File: src/ucfg_cfg.svh
// Constants of the endpoint and DMA configuration block: command codes, field
// positions, reset values and the register offsets of the controller end.
// Assumes it is included by its bare name from the package and both ends.
`ifndef UCFG_CFG_SVH
`define UCFG_CFG_SVH
// Command codes on the link.
`define UCFG_CMD_DMA       8'hFB
`define UCFG_CMD_IRQ       8'hF4
`define UCFG_CMD_EPCFG_HI  4'hB
// Fields of the DMA set-up byte.
`define UCFG_BURST_HI      1
`define UCFG_BURST_LO      0
`define UCFG_EN_BIT        2
`define UCFG_DIR_BIT       3
`define UCFG_RELOAD_BIT    4
`define UCFG_PINMODE_BIT   5
`define UCFG_EP4EN_BIT     6
`define UCFG_EP5EN_BIT     7
// Fields of an endpoint configuration byte.
`define UCFG_EPC_EN_BIT    0
`define UCFG_EPC_TYPE_HI   2
`define UCFG_EPC_TYPE_LO   1
`define UCFG_EPC_MPS_HI    6
`define UCFG_EPC_MPS_LO    3
// Reset values.
`define UCFG_SETUP_RST     8'h00
`define UCFG_EPSEL_RST     4'h0
`define UCFG_EPCFG_RST     7'h00
// Endpoint indexes with their own enable bits.
`define UCFG_EP_FOUR       4'h4
`define UCFG_EP_FIVE       4'h5
// Controller register offsets and response codes.
`define UCFG_OFS_OP        4'h0
`define UCFG_OFS_STAT      4'h4
`define UCFG_RESP_OKAY     2'h0
`define UCFG_RESP_SLVERR   2'h2
`endif

File: src/ucfg_pkg.sv
// Types shared by the two ends of the configuration link.
// Assumes the constants header sits beside it.
`include "ucfg_cfg.svh"
package ucfg_pkg;
	// Kind of one link transfer.
	typedef enum logic [1:0] {UCFG_K_CMD, UCFG_K_WR, UCFG_K_RD, UCFG_K_NONE} ucfg_kind_t;
	// DMA sequencer states.
	typedef enum logic [1:0] {UCFG_D_IDLE, UCFG_D_BURST, UCFG_D_RELOAD} ucfg_dma_st_t;
	// Whole state of the device end.
	typedef struct packed {
		logic              ack;
		logic [7:0]        rbyte;
		logic [7:0]        cmd;
		logic [1:0]        idx;
		logic [7:0]        setup;
		logic [3:0]        ep_sel;
		logic [3:0]        ep_out;
		logic [15:0][6:0]  ep_cfg;
		logic              eot_flag;
		ucfg_dma_st_t      st;
		logic [3:0]        cnt;
		logic              req;
		logic              strobe;
		logic              intr;
	} ucfg_dev_st_t;
	// Whole state of the controller end.
	typedef struct packed {
		logic              awready;
		logic              wready;
		logic              arready;
		logic              aw_got;
		logic [3:0]        awaddr;
		logic              w_got;
		logic [31:0]       wdata;
		logic              bvalid;
		logic [1:0]        bresp;
		logic              rvalid;
		logic [31:0]       rdata;
		logic [1:0]        rresp;
		logic              req;
		ucfg_kind_t        kind;
		logic [7:0]        wbyte;
		logic [7:0]        last;
		logic              done;
	} ucfg_host_st_t;
endpackage

File: src/ucfg_if.sv
// Byte-wide command link between the controller end and the device end.
// Assumes both ends run on the same clock and reset.
`timescale 1ns/10ps
interface ucfg_if;
	logic                 req;
	ucfg_pkg::ucfg_kind_t kind;
	logic [7:0]           wbyte;
	logic                 ack;
	logic [7:0]           rbyte;
	modport dev  (input req, input kind, input wbyte, output ack, output rbyte);
	modport host (output req, output kind, output wbyte, input ack, input rbyte);
endinterface

File: src/ucfg_dev.sv
// Device end: command decoder for DMA set-up and endpoint configuration,
// DMA burst sequencer toward an external agent, and the interrupt pin.
// Assumes the link, the agent pins and the event inputs are synchronous to aclk.
`timescale 1ns/10ps
`include "ucfg_cfg.svh"
module ucfg_dev #(
	parameter logic [3:0] DEFAULT_DMA_EP = 4'h4
) (
	input  wire logic         aclk,
	input  wire logic         aresetn,
	ucfg_if.dev               link,
	input  wire logic         enhanced_mode,
	input  wire logic         sof_only_mode,
	input  wire logic         sof_seen,
	input  wire logic [7:0]   irq_byte1,
	input  wire logic [15:0]  ep_irq,
	input  wire logic         buf_ready,
	input  wire logic         dma_ack,
	input  wire logic         end_of_transfer_in_n,
	output logic              dma_req,
	output logic              dma_strobe,
	output logic              dma_dir,
	output logic [3:0]        dma_ep,
	output logic              dma_enabled,
	output logic              intr,
	output logic [15:0][6:0]  ep_cfg
);

	ucfg_pkg::ucfg_dev_st_t q;
	ucfg_pkg::ucfg_dev_st_t d;

	// Number of data cycles in one request for a burst code.
	function automatic logic [4:0] burst_len(input logic [1:0] code);
		logic [4:0] n;
		n = 5'h01;
		unique case (code)
			2'h0: n = 5'h01;
			2'h1: n = 5'h04;
			2'h2: n = 5'h08;
			2'h3: n = 5'h10;
		endcase
		return n;
	endfunction

	// Next byte position within a command, saturating.
	function automatic logic [1:0] bump(input logic [1:0] i);
		return (i == 2'h3) ? i : i + 2'h1;
	endfunction

	logic        eot;
	logic        is_epcfg;
	logic [15:0] ep_gated;
	logic        any_irq;

	// Decodes for the current command and the pin events.
	always_comb begin
		eot      = !end_of_transfer_in_n;
		is_epcfg = (q.cmd[7:4] == `UCFG_CMD_EPCFG_HI);
	end

	// Next-state logic of the whole device end.
	always_comb begin
		d        = q;
		d.ack    = 1'b0;
		d.strobe = 1'b0;

		// One link transfer is taken per request; ack marks the answer.
		if (link.req && !q.ack) begin
			d.ack   = 1'b1;
			d.rbyte = 8'h00;
			unique case (link.kind)
				ucfg_pkg::UCFG_K_CMD: begin
					d.cmd = link.wbyte;
					d.idx = 2'h0;
				end
				ucfg_pkg::UCFG_K_WR: begin
					if (q.cmd == `UCFG_CMD_DMA) begin
						if (q.idx == 2'h0) begin
							d.setup = link.wbyte;
						end else if (q.idx == 2'h1 && enhanced_mode) begin
							d.ep_sel = link.wbyte[3:0];
						end
					end else if (is_epcfg && enhanced_mode && q.idx == 2'h0) begin
						d.ep_cfg[q.cmd[3:0]] = link.wbyte[6:0];
					end
					d.idx = bump(q.idx);
				end
				ucfg_pkg::UCFG_K_RD: begin
					if (q.cmd == `UCFG_CMD_DMA) begin
						if (q.idx == 2'h0) begin
							d.rbyte = q.setup;
						end else if (q.idx == 2'h1 && enhanced_mode) begin
							d.rbyte = {4'h0, q.ep_sel};
						end
					end else if (q.cmd == `UCFG_CMD_IRQ) begin
						if (q.idx == 2'h0) begin
							d.rbyte = irq_byte1;
						end else if (q.idx == 2'h1) begin
							d.rbyte    = {7'h00, q.eot_flag};
							d.eot_flag = 1'b0;
						end
					end
					d.idx = bump(q.idx);
				end
				ucfg_pkg::UCFG_K_NONE: begin
					d.idx = q.idx;
				end
			endcase
		end

		// Burst sequencer: one request, a fixed count of acknowledged cycles.
		unique case (q.st)
			ucfg_pkg::UCFG_D_IDLE: begin
				if (q.setup[`UCFG_EN_BIT] && buf_ready) begin
					d.st  = ucfg_pkg::UCFG_D_BURST;
					d.req = 1'b1;
					d.cnt = 4'h0;
				end
			end
			ucfg_pkg::UCFG_D_BURST: begin
				if (!q.setup[`UCFG_EN_BIT]) begin
					d.req = 1'b0;
					d.st  = ucfg_pkg::UCFG_D_IDLE;
				end else if (dma_ack) begin
					d.strobe = 1'b1;
					if ({1'b0, q.cnt} == burst_len(q.setup[`UCFG_BURST_HI:`UCFG_BURST_LO]) - 5'h01) begin
						d.req = 1'b0;
						d.st  = ucfg_pkg::UCFG_D_IDLE;
					end else begin
						d.cnt = q.cnt + 4'h1;
					end
				end
			end
			ucfg_pkg::UCFG_D_RELOAD: begin
				d.setup[`UCFG_EN_BIT] = 1'b1;
				d.st                  = ucfg_pkg::UCFG_D_IDLE;
			end
			default: begin
				d.st = ucfg_pkg::UCFG_D_IDLE;
			end
		endcase

		// End of transfer wins over a software write and over a flag read.
		if (eot && q.setup[`UCFG_EN_BIT]) begin
			d.setup[`UCFG_EN_BIT] = 1'b0;
			d.eot_flag            = 1'b1;
			d.req                 = 1'b0;
			d.strobe              = 1'b0;
			d.st = q.setup[`UCFG_RELOAD_BIT] ? ucfg_pkg::UCFG_D_RELOAD
			                                 : ucfg_pkg::UCFG_D_IDLE;
		end

		// Interrupt pin, registered.
		if (sof_only_mode) begin
			d.intr = sof_seen;
		end else begin
			d.intr = any_irq || (q.setup[`UCFG_PINMODE_BIT] && sof_seen);
		end

		// Endpoint shown to the agent; registered so that the pin comes from a flop.
		d.ep_out = enhanced_mode ? d.ep_sel : DEFAULT_DMA_EP;
	end

	// Endpoint interrupt gating for indexes four and five.
	always_comb begin
		ep_gated = ep_irq;
		if (enhanced_mode) begin
			if (q.ep_sel == `UCFG_EP_FOUR) begin
				ep_gated[`UCFG_EP_FOUR] = 1'b0;
			end
			if (q.ep_sel == `UCFG_EP_FIVE) begin
				ep_gated[`UCFG_EP_FIVE] = 1'b0;
			end
		end else begin
			ep_gated[`UCFG_EP_FOUR] = ep_irq[`UCFG_EP_FOUR] && q.setup[`UCFG_EP4EN_BIT];
			ep_gated[`UCFG_EP_FIVE] = ep_irq[`UCFG_EP_FIVE] && q.setup[`UCFG_EP5EN_BIT];
		end
		any_irq = (|irq_byte1) || (|ep_gated) || q.eot_flag;
	end

	// State register with synchronous reset.
	always_ff @(posedge aclk) begin
		if (!aresetn) begin
			q          <= '0;
			q.setup    <= `UCFG_SETUP_RST;
			q.ep_sel   <= `UCFG_EPSEL_RST;
			q.ep_cfg   <= {16{`UCFG_EPCFG_RST}};
			q.ep_out   <= DEFAULT_DMA_EP;
			q.st       <= ucfg_pkg::UCFG_D_IDLE;
		end else begin
			q <= d;
		end
	end

	// Outputs straight from the state register.
	assign link.ack    = q.ack;
	assign link.rbyte  = q.rbyte;
	assign dma_req     = q.req;
	assign dma_strobe  = q.strobe;
	assign dma_dir     = q.setup[`UCFG_DIR_BIT];
	assign dma_ep      = q.ep_out;
	assign dma_enabled = q.setup[`UCFG_EN_BIT];
	assign intr        = q.intr;
	assign ep_cfg      = q.ep_cfg;

endmodule // ucfg_dev

File: src/flat_wrapper.sv
// flat-port wrapper written by rule: the top's interface ports become plain ports
module ucfg_dev_flat 
#(
	parameter logic [3:0] DEFAULT_DMA_EP = 4'h4
)
  (aclk, aresetn, enhanced_mode, sof_only_mode, sof_seen, irq_byte1, ep_irq, buf_ready, dma_ack, end_of_transfer_in_n, dma_req, dma_strobe, dma_dir, dma_ep, dma_enabled, intr, ep_cfg, link_req, link_kind, link_wbyte, link_ack, link_rbyte);
  ucfg_if link_i ();
  input  wire logic aclk;
  input  wire logic aresetn;
  input  wire logic enhanced_mode;
  input  wire logic sof_only_mode;
  input  wire logic sof_seen;
  input  wire logic [7:0] irq_byte1;
  input  wire logic [15:0] ep_irq;
  input  wire logic buf_ready;
  input  wire logic dma_ack;
  input  wire logic end_of_transfer_in_n;
  output logic dma_req;
  output logic dma_strobe;
  output logic dma_dir;
  output logic [3:0] dma_ep;
  output logic dma_enabled;
  output logic intr;
  output logic [15:0][6:0] ep_cfg;
  input wire logic [$bits(link_i.req)-1:0] link_req;
  input wire logic [$bits(link_i.kind)-1:0] link_kind;
  input wire logic [$bits(link_i.wbyte)-1:0] link_wbyte;
  output wire logic [$bits(link_i.ack)-1:0] link_ack;
  output wire logic [$bits(link_i.rbyte)-1:0] link_rbyte;
  assign link_i.req = link_req;
  assign link_i.kind = link_kind;
  assign link_i.wbyte = link_wbyte;
  assign link_ack = link_i.ack;
  assign link_rbyte = link_i.rbyte;
  ucfg_dev #(.DEFAULT_DMA_EP(DEFAULT_DMA_EP)) u_core (.aclk(aclk), .aresetn(aresetn), .link(link_i), .enhanced_mode(enhanced_mode), .sof_only_mode(sof_only_mode), .sof_seen(sof_seen), .irq_byte1(irq_byte1), .ep_irq(ep_irq), .buf_ready(buf_ready), .dma_ack(dma_ack), .end_of_transfer_in_n(end_of_transfer_in_n), .dma_req(dma_req), .dma_strobe(dma_strobe), .dma_dir(dma_dir), .dma_ep(dma_ep), .dma_enabled(dma_enabled), .intr(intr), .ep_cfg(ep_cfg));
endmodule
File: config.mk
export PLATFORM = sky130hd
export DESIGN_NAME = ucfg_dev_flat
export DESIGN_NICKNAME = d
export VERILOG_FILES = /design/src/ucfg_pkg.sv /design/src/ucfg_if.sv /design/src/ucfg_dev.sv /design/src/flat_wrapper.sv
export VERILOG_INCLUDE_DIRS = /design/src /design/src/src
export SDC_FILE = /design/constraint.sdc
export NUM_CORES = 1
export LEC_CHECK = 0
export BUFFER_PORTS_ARGS = -buffer_cell sky130_fd_sc_hd__buf_2
export CORE_ASPECT_RATIO = 1.5
export CORE_MARGIN = 2
export CORE_UTILIZATION = 56
export DETAILED_ROUTE_END_ITERATION = 16
export PLACE_DENSITY = 0.83
export SETUP_SLACK_MARGIN = 0.02
export SLEW_MARGIN = 25
export SYNTH_ARGS = -nofsm -noshare
export SYNTH_HDL_FRONTEND = slang
export SYNTH_SLANG_ARGS = --single-unit
File: constraint.sdc
create_clock -name aclk -period 5.57 [get_ports aclk]
set_clock_uncertainty 0.1 [all_clocks]
set_input_delay 0 -clock aclk [delete_from_list [all_inputs] [get_ports aclk]]
set_output_delay 0 -clock aclk [all_outputs]
set_load 0.02 [all_outputs]
==> out/qor.csv <==
stage,metric,value,unit
critical_path,cp_max_fo,10,
critical_path,required,5770,ps
yosys,synth_cells,824,
finish,fin_nets,926,
drt,ant_nets,0,
sta,period_needed,3110,ps
sta,fin_setup_tns,0,ps
worst_hold_path,worstHoldPathType,in2reg,
critical_path,cp_slowest_stage_delay,580,ps
die,fp.dieArea,13700,um2
sta,worst_pin_slew,966,ps
critical_path,cp-start-kind,flop,
global_routing,grt_first_pass_wirelength,26200,um
cts,htree_levels,4,
cts,cts_tree,yes,
yosys,synth_edf_count,0,
critical_path,path_cells,and4b_1 > nand3_1 > nor3_2 > mux2i_1 > nand3_1 > dlygate4sd3_1,
die,ios,173,
cts,cts_buffer_depth,2,
sta,rsz0062_at_grt,false,
yosys,ys_types,50,
sta,fin_crit_sh,55.9,%
finish,diodes,0,
yosys,synth-simple-area-share,19.0,%
yosys,syn_avg_cell_area,8.66,um2
sta,finalHoldViolCount,0,
global_routing,grt_max_degree,78,
cts,clock-root-buffer,clkbuf_16,
critical_path,worstSetupEndpointType,flop,
cts,cts.clk_slew.worst_paths,60,ps
global_routing,grt_overflow,0,
placement,hpwl,11400,um
cts,cts_num_sinks,157,
yosys,yosys.area_share.xor_xnor,0.123,%
finish,fillers,1062,
yosys,synth_compound_area_share,8.27,%
die,die_h,142,um
pwr,leakage,3.60,nW
yosys,syn_area,7140,um2
drt,wl_per_cell,16.5,um
drt,drcViolationCount,0,
die,die_w,96.2,um
finish,drive_gt1_share,24.0,%
finish,final_cell_mix,"buf_2, dfxtp_1, nand2_1",
critical_path,worstPathArrival,3310,ps
sta,max_freq,321,MHz
drt,wl,17200,um
drt,drt_iter0_markers,332,
yosys,async_reset_ff_share,0,%
finish,stdcell_count,1043,
cts,numCtsBuffers,17,
die,core-area,12400,um2
yosys,synth-seq-cells,157,
yosys,synth_top_family_by_area,simple AND/OR/NAND/NOR gates,
drt,via_count,5638,
status,status,"complete, no violations",
critical_path,path_class,reg2reg,
die,initial_core_util,57.3,%
critical_path,cpMaxStageDelayCell,dfxtp_1,
yosys,yosys_warnings,0,
yosys,synth.net_count,875,
critical_path,crit_start,u_core.q[141],
critical_path,critPathTopFamily,simple AND/OR/NAND/NOR gates,
worst_hold_path,worstHoldStart,irq_byte1[0],
global_routing,grt_pass1_vias,5193,
finish,area.growth.synth_to_final,11.0,%
yosys,ys_seq_area_share,44.0,%
sta,drv_slew,0,
job,cap_viol_max_count,0,
yosys,muxShareOfSynthArea,11.2,%
cts,clk_latency,410,ps
finish,final_common_cell,buf_2,
drt,dr.pass1.iters,5,
yosys,synth-adder-area-share,1.40,%
critical_path,cp_num_buf_inv,1,
critical_path,crit_top_cell,nand3_1,
placement,port_buffers,172,
global_routing,antenna_found_initial,0,
critical_path,r2r-start,u_core.q[141],
sta,setup_viol,0,
drt,via_per_inst,5.41,
yosys,ys.flop_type,dfxtp_1,
sta,slew_headroom,35.1,%
placement,gp_congestion,0.835,
global_routing,grtUsageTotal,24.9,%
die,rows,50,
pwr,power_density,292,nW/um2
cts,post-cts-setup-buffers,0,
pwr,ir_drop,154,uV
placement,place_inst,986,
[flip-flops by register name (all words and copies together), names as in the netlist]
name,flops
u_core.dma_enabled,1
u_core.intr,1
u_core.link.rbyte,8
u_core.q,27
u_core.ep_cfg,112
u_core.dma_strobe,1
u_core.dma_dir,1
u_core.link.ack,1
u_core.dma_ep,4
u_core.dma_req,1
[worst min-delay path: stages]
cell and delay, ps:
buf_2 100, nand2_1 50, o21ai_0 70, a22o_1 130, nand2_1 60, a21oi_1 110
[through the flow]
stage               util (%)  hold slack (ps)  power, mW  setup slack (ps)  area, um2
finish                  63.6             42.4       2.31              2460       7920
global route            63.6             50.2       2.39              2280       7920
CTS                     63.6             9.95       2.34              2480       7920
detailed placement      57.2              142       1.25              2900       7120
global placement        57.2              119       1.25              2930       7120
floorplan                  -            -28.2       1.21              3360       7140
[metal layers]
layer / GRT usage, % / share of wire (%) / vias up
met4: 10.0 / 2.7 / 0
met3: 4.82 / 4.8 / 32
met2: 45.4 / 54 / 183
met5: 0 / 0 / -
li1: - / - / 2731
met1: 27.7 / 39 / 2692
[repair_timing]
action | CTS | global route
resized for setup | 0 | 0
endpoints found under the hold margin | 63 | 0
hold buffers | 26 | 0
[final timing paths]
check	end	slack, ps	cells past startpoint
setup / recovery	u_core.dma_ep[2]	2460	6
hold / removal	u_core.link.rbyte[0]	40	6
hold reg to reg	u_core.ep_cfg[29]	350	2
setup reg to reg	u_core.dma_ep[2]	2460	6
[cells in the mapped netlist, types with 3 or more instances]
| cell type | count | area [um2] |
|---|---|---|
| and3_1 | 3 | 18.8 |
| mux2i_1 | 80 | 801 |
| a32o_1 | 4 | 40.0 |
| o21ai_0 | 18 | 90.1 |
| nand4b_1 | 3 | 26.3 |
| buf_4 | 124 | 931 |
| inv_1 | 9 | 33.8 |
| nand2_1 | 118 | 443 |
| nor2_1 | 97 | 364 |
| nand2b_1 | 9 | 56.3 |
| buf_2 | 4 | 20.0 |
| dfxtp_1 | 157 | 3140 |
| nor3_1 | 6 | 30.0 |
| and2_0 | 3 | 18.8 |
| nand3_1 | 25 | 125 |
| nor4_1 | 8 | 50.1 |
| a22oi_1 | 5 | 37.5 |
| a31oi_1 | 3 | 18.8 |
| buf_1 | 3 | 11.3 |
| nor2b_1 | 6 | 37.5 |
| clkbuf_1 | 37 | 139 |
| a21oi_1 | 61 | 305 |
| ha_1 | 8 | 100 |
[final cells by class]
class | count | area (um2) | share of cell area (%)
Timing Repair Buffer | 200 | 1140 | 14.3
Multi-Input combinational cell | 489 | 2860 | 36.1
Clock buffer | 18 | 429 | 5.42
Clock inverter | 13 | 118 | 1.48
Tap cell | 156 | 195 | 2.46
Sequential cell | 157 | 3140 | 39.7
Inverter | 10 | 40.0 | 0.505
[power breakdown]
part	internal (mW)	switching [mW]
combinational	0.0363	0.0718
sequential	1.13	0.00393
clock	0.615	0.460
[cells by family (layout without fill, tap and decap cells)]
family,count (synthesis),after routing
DFF,157,157
muxes,80,80
adders and majority gates,8,8
buffers and inverters,178,241
xor gates and xnor gates,1,1
AOI/OAI and AO/OA,103,103
and+or+nand+nor,297,297
No activity file was read; power rests on OpenSTA's default activity.
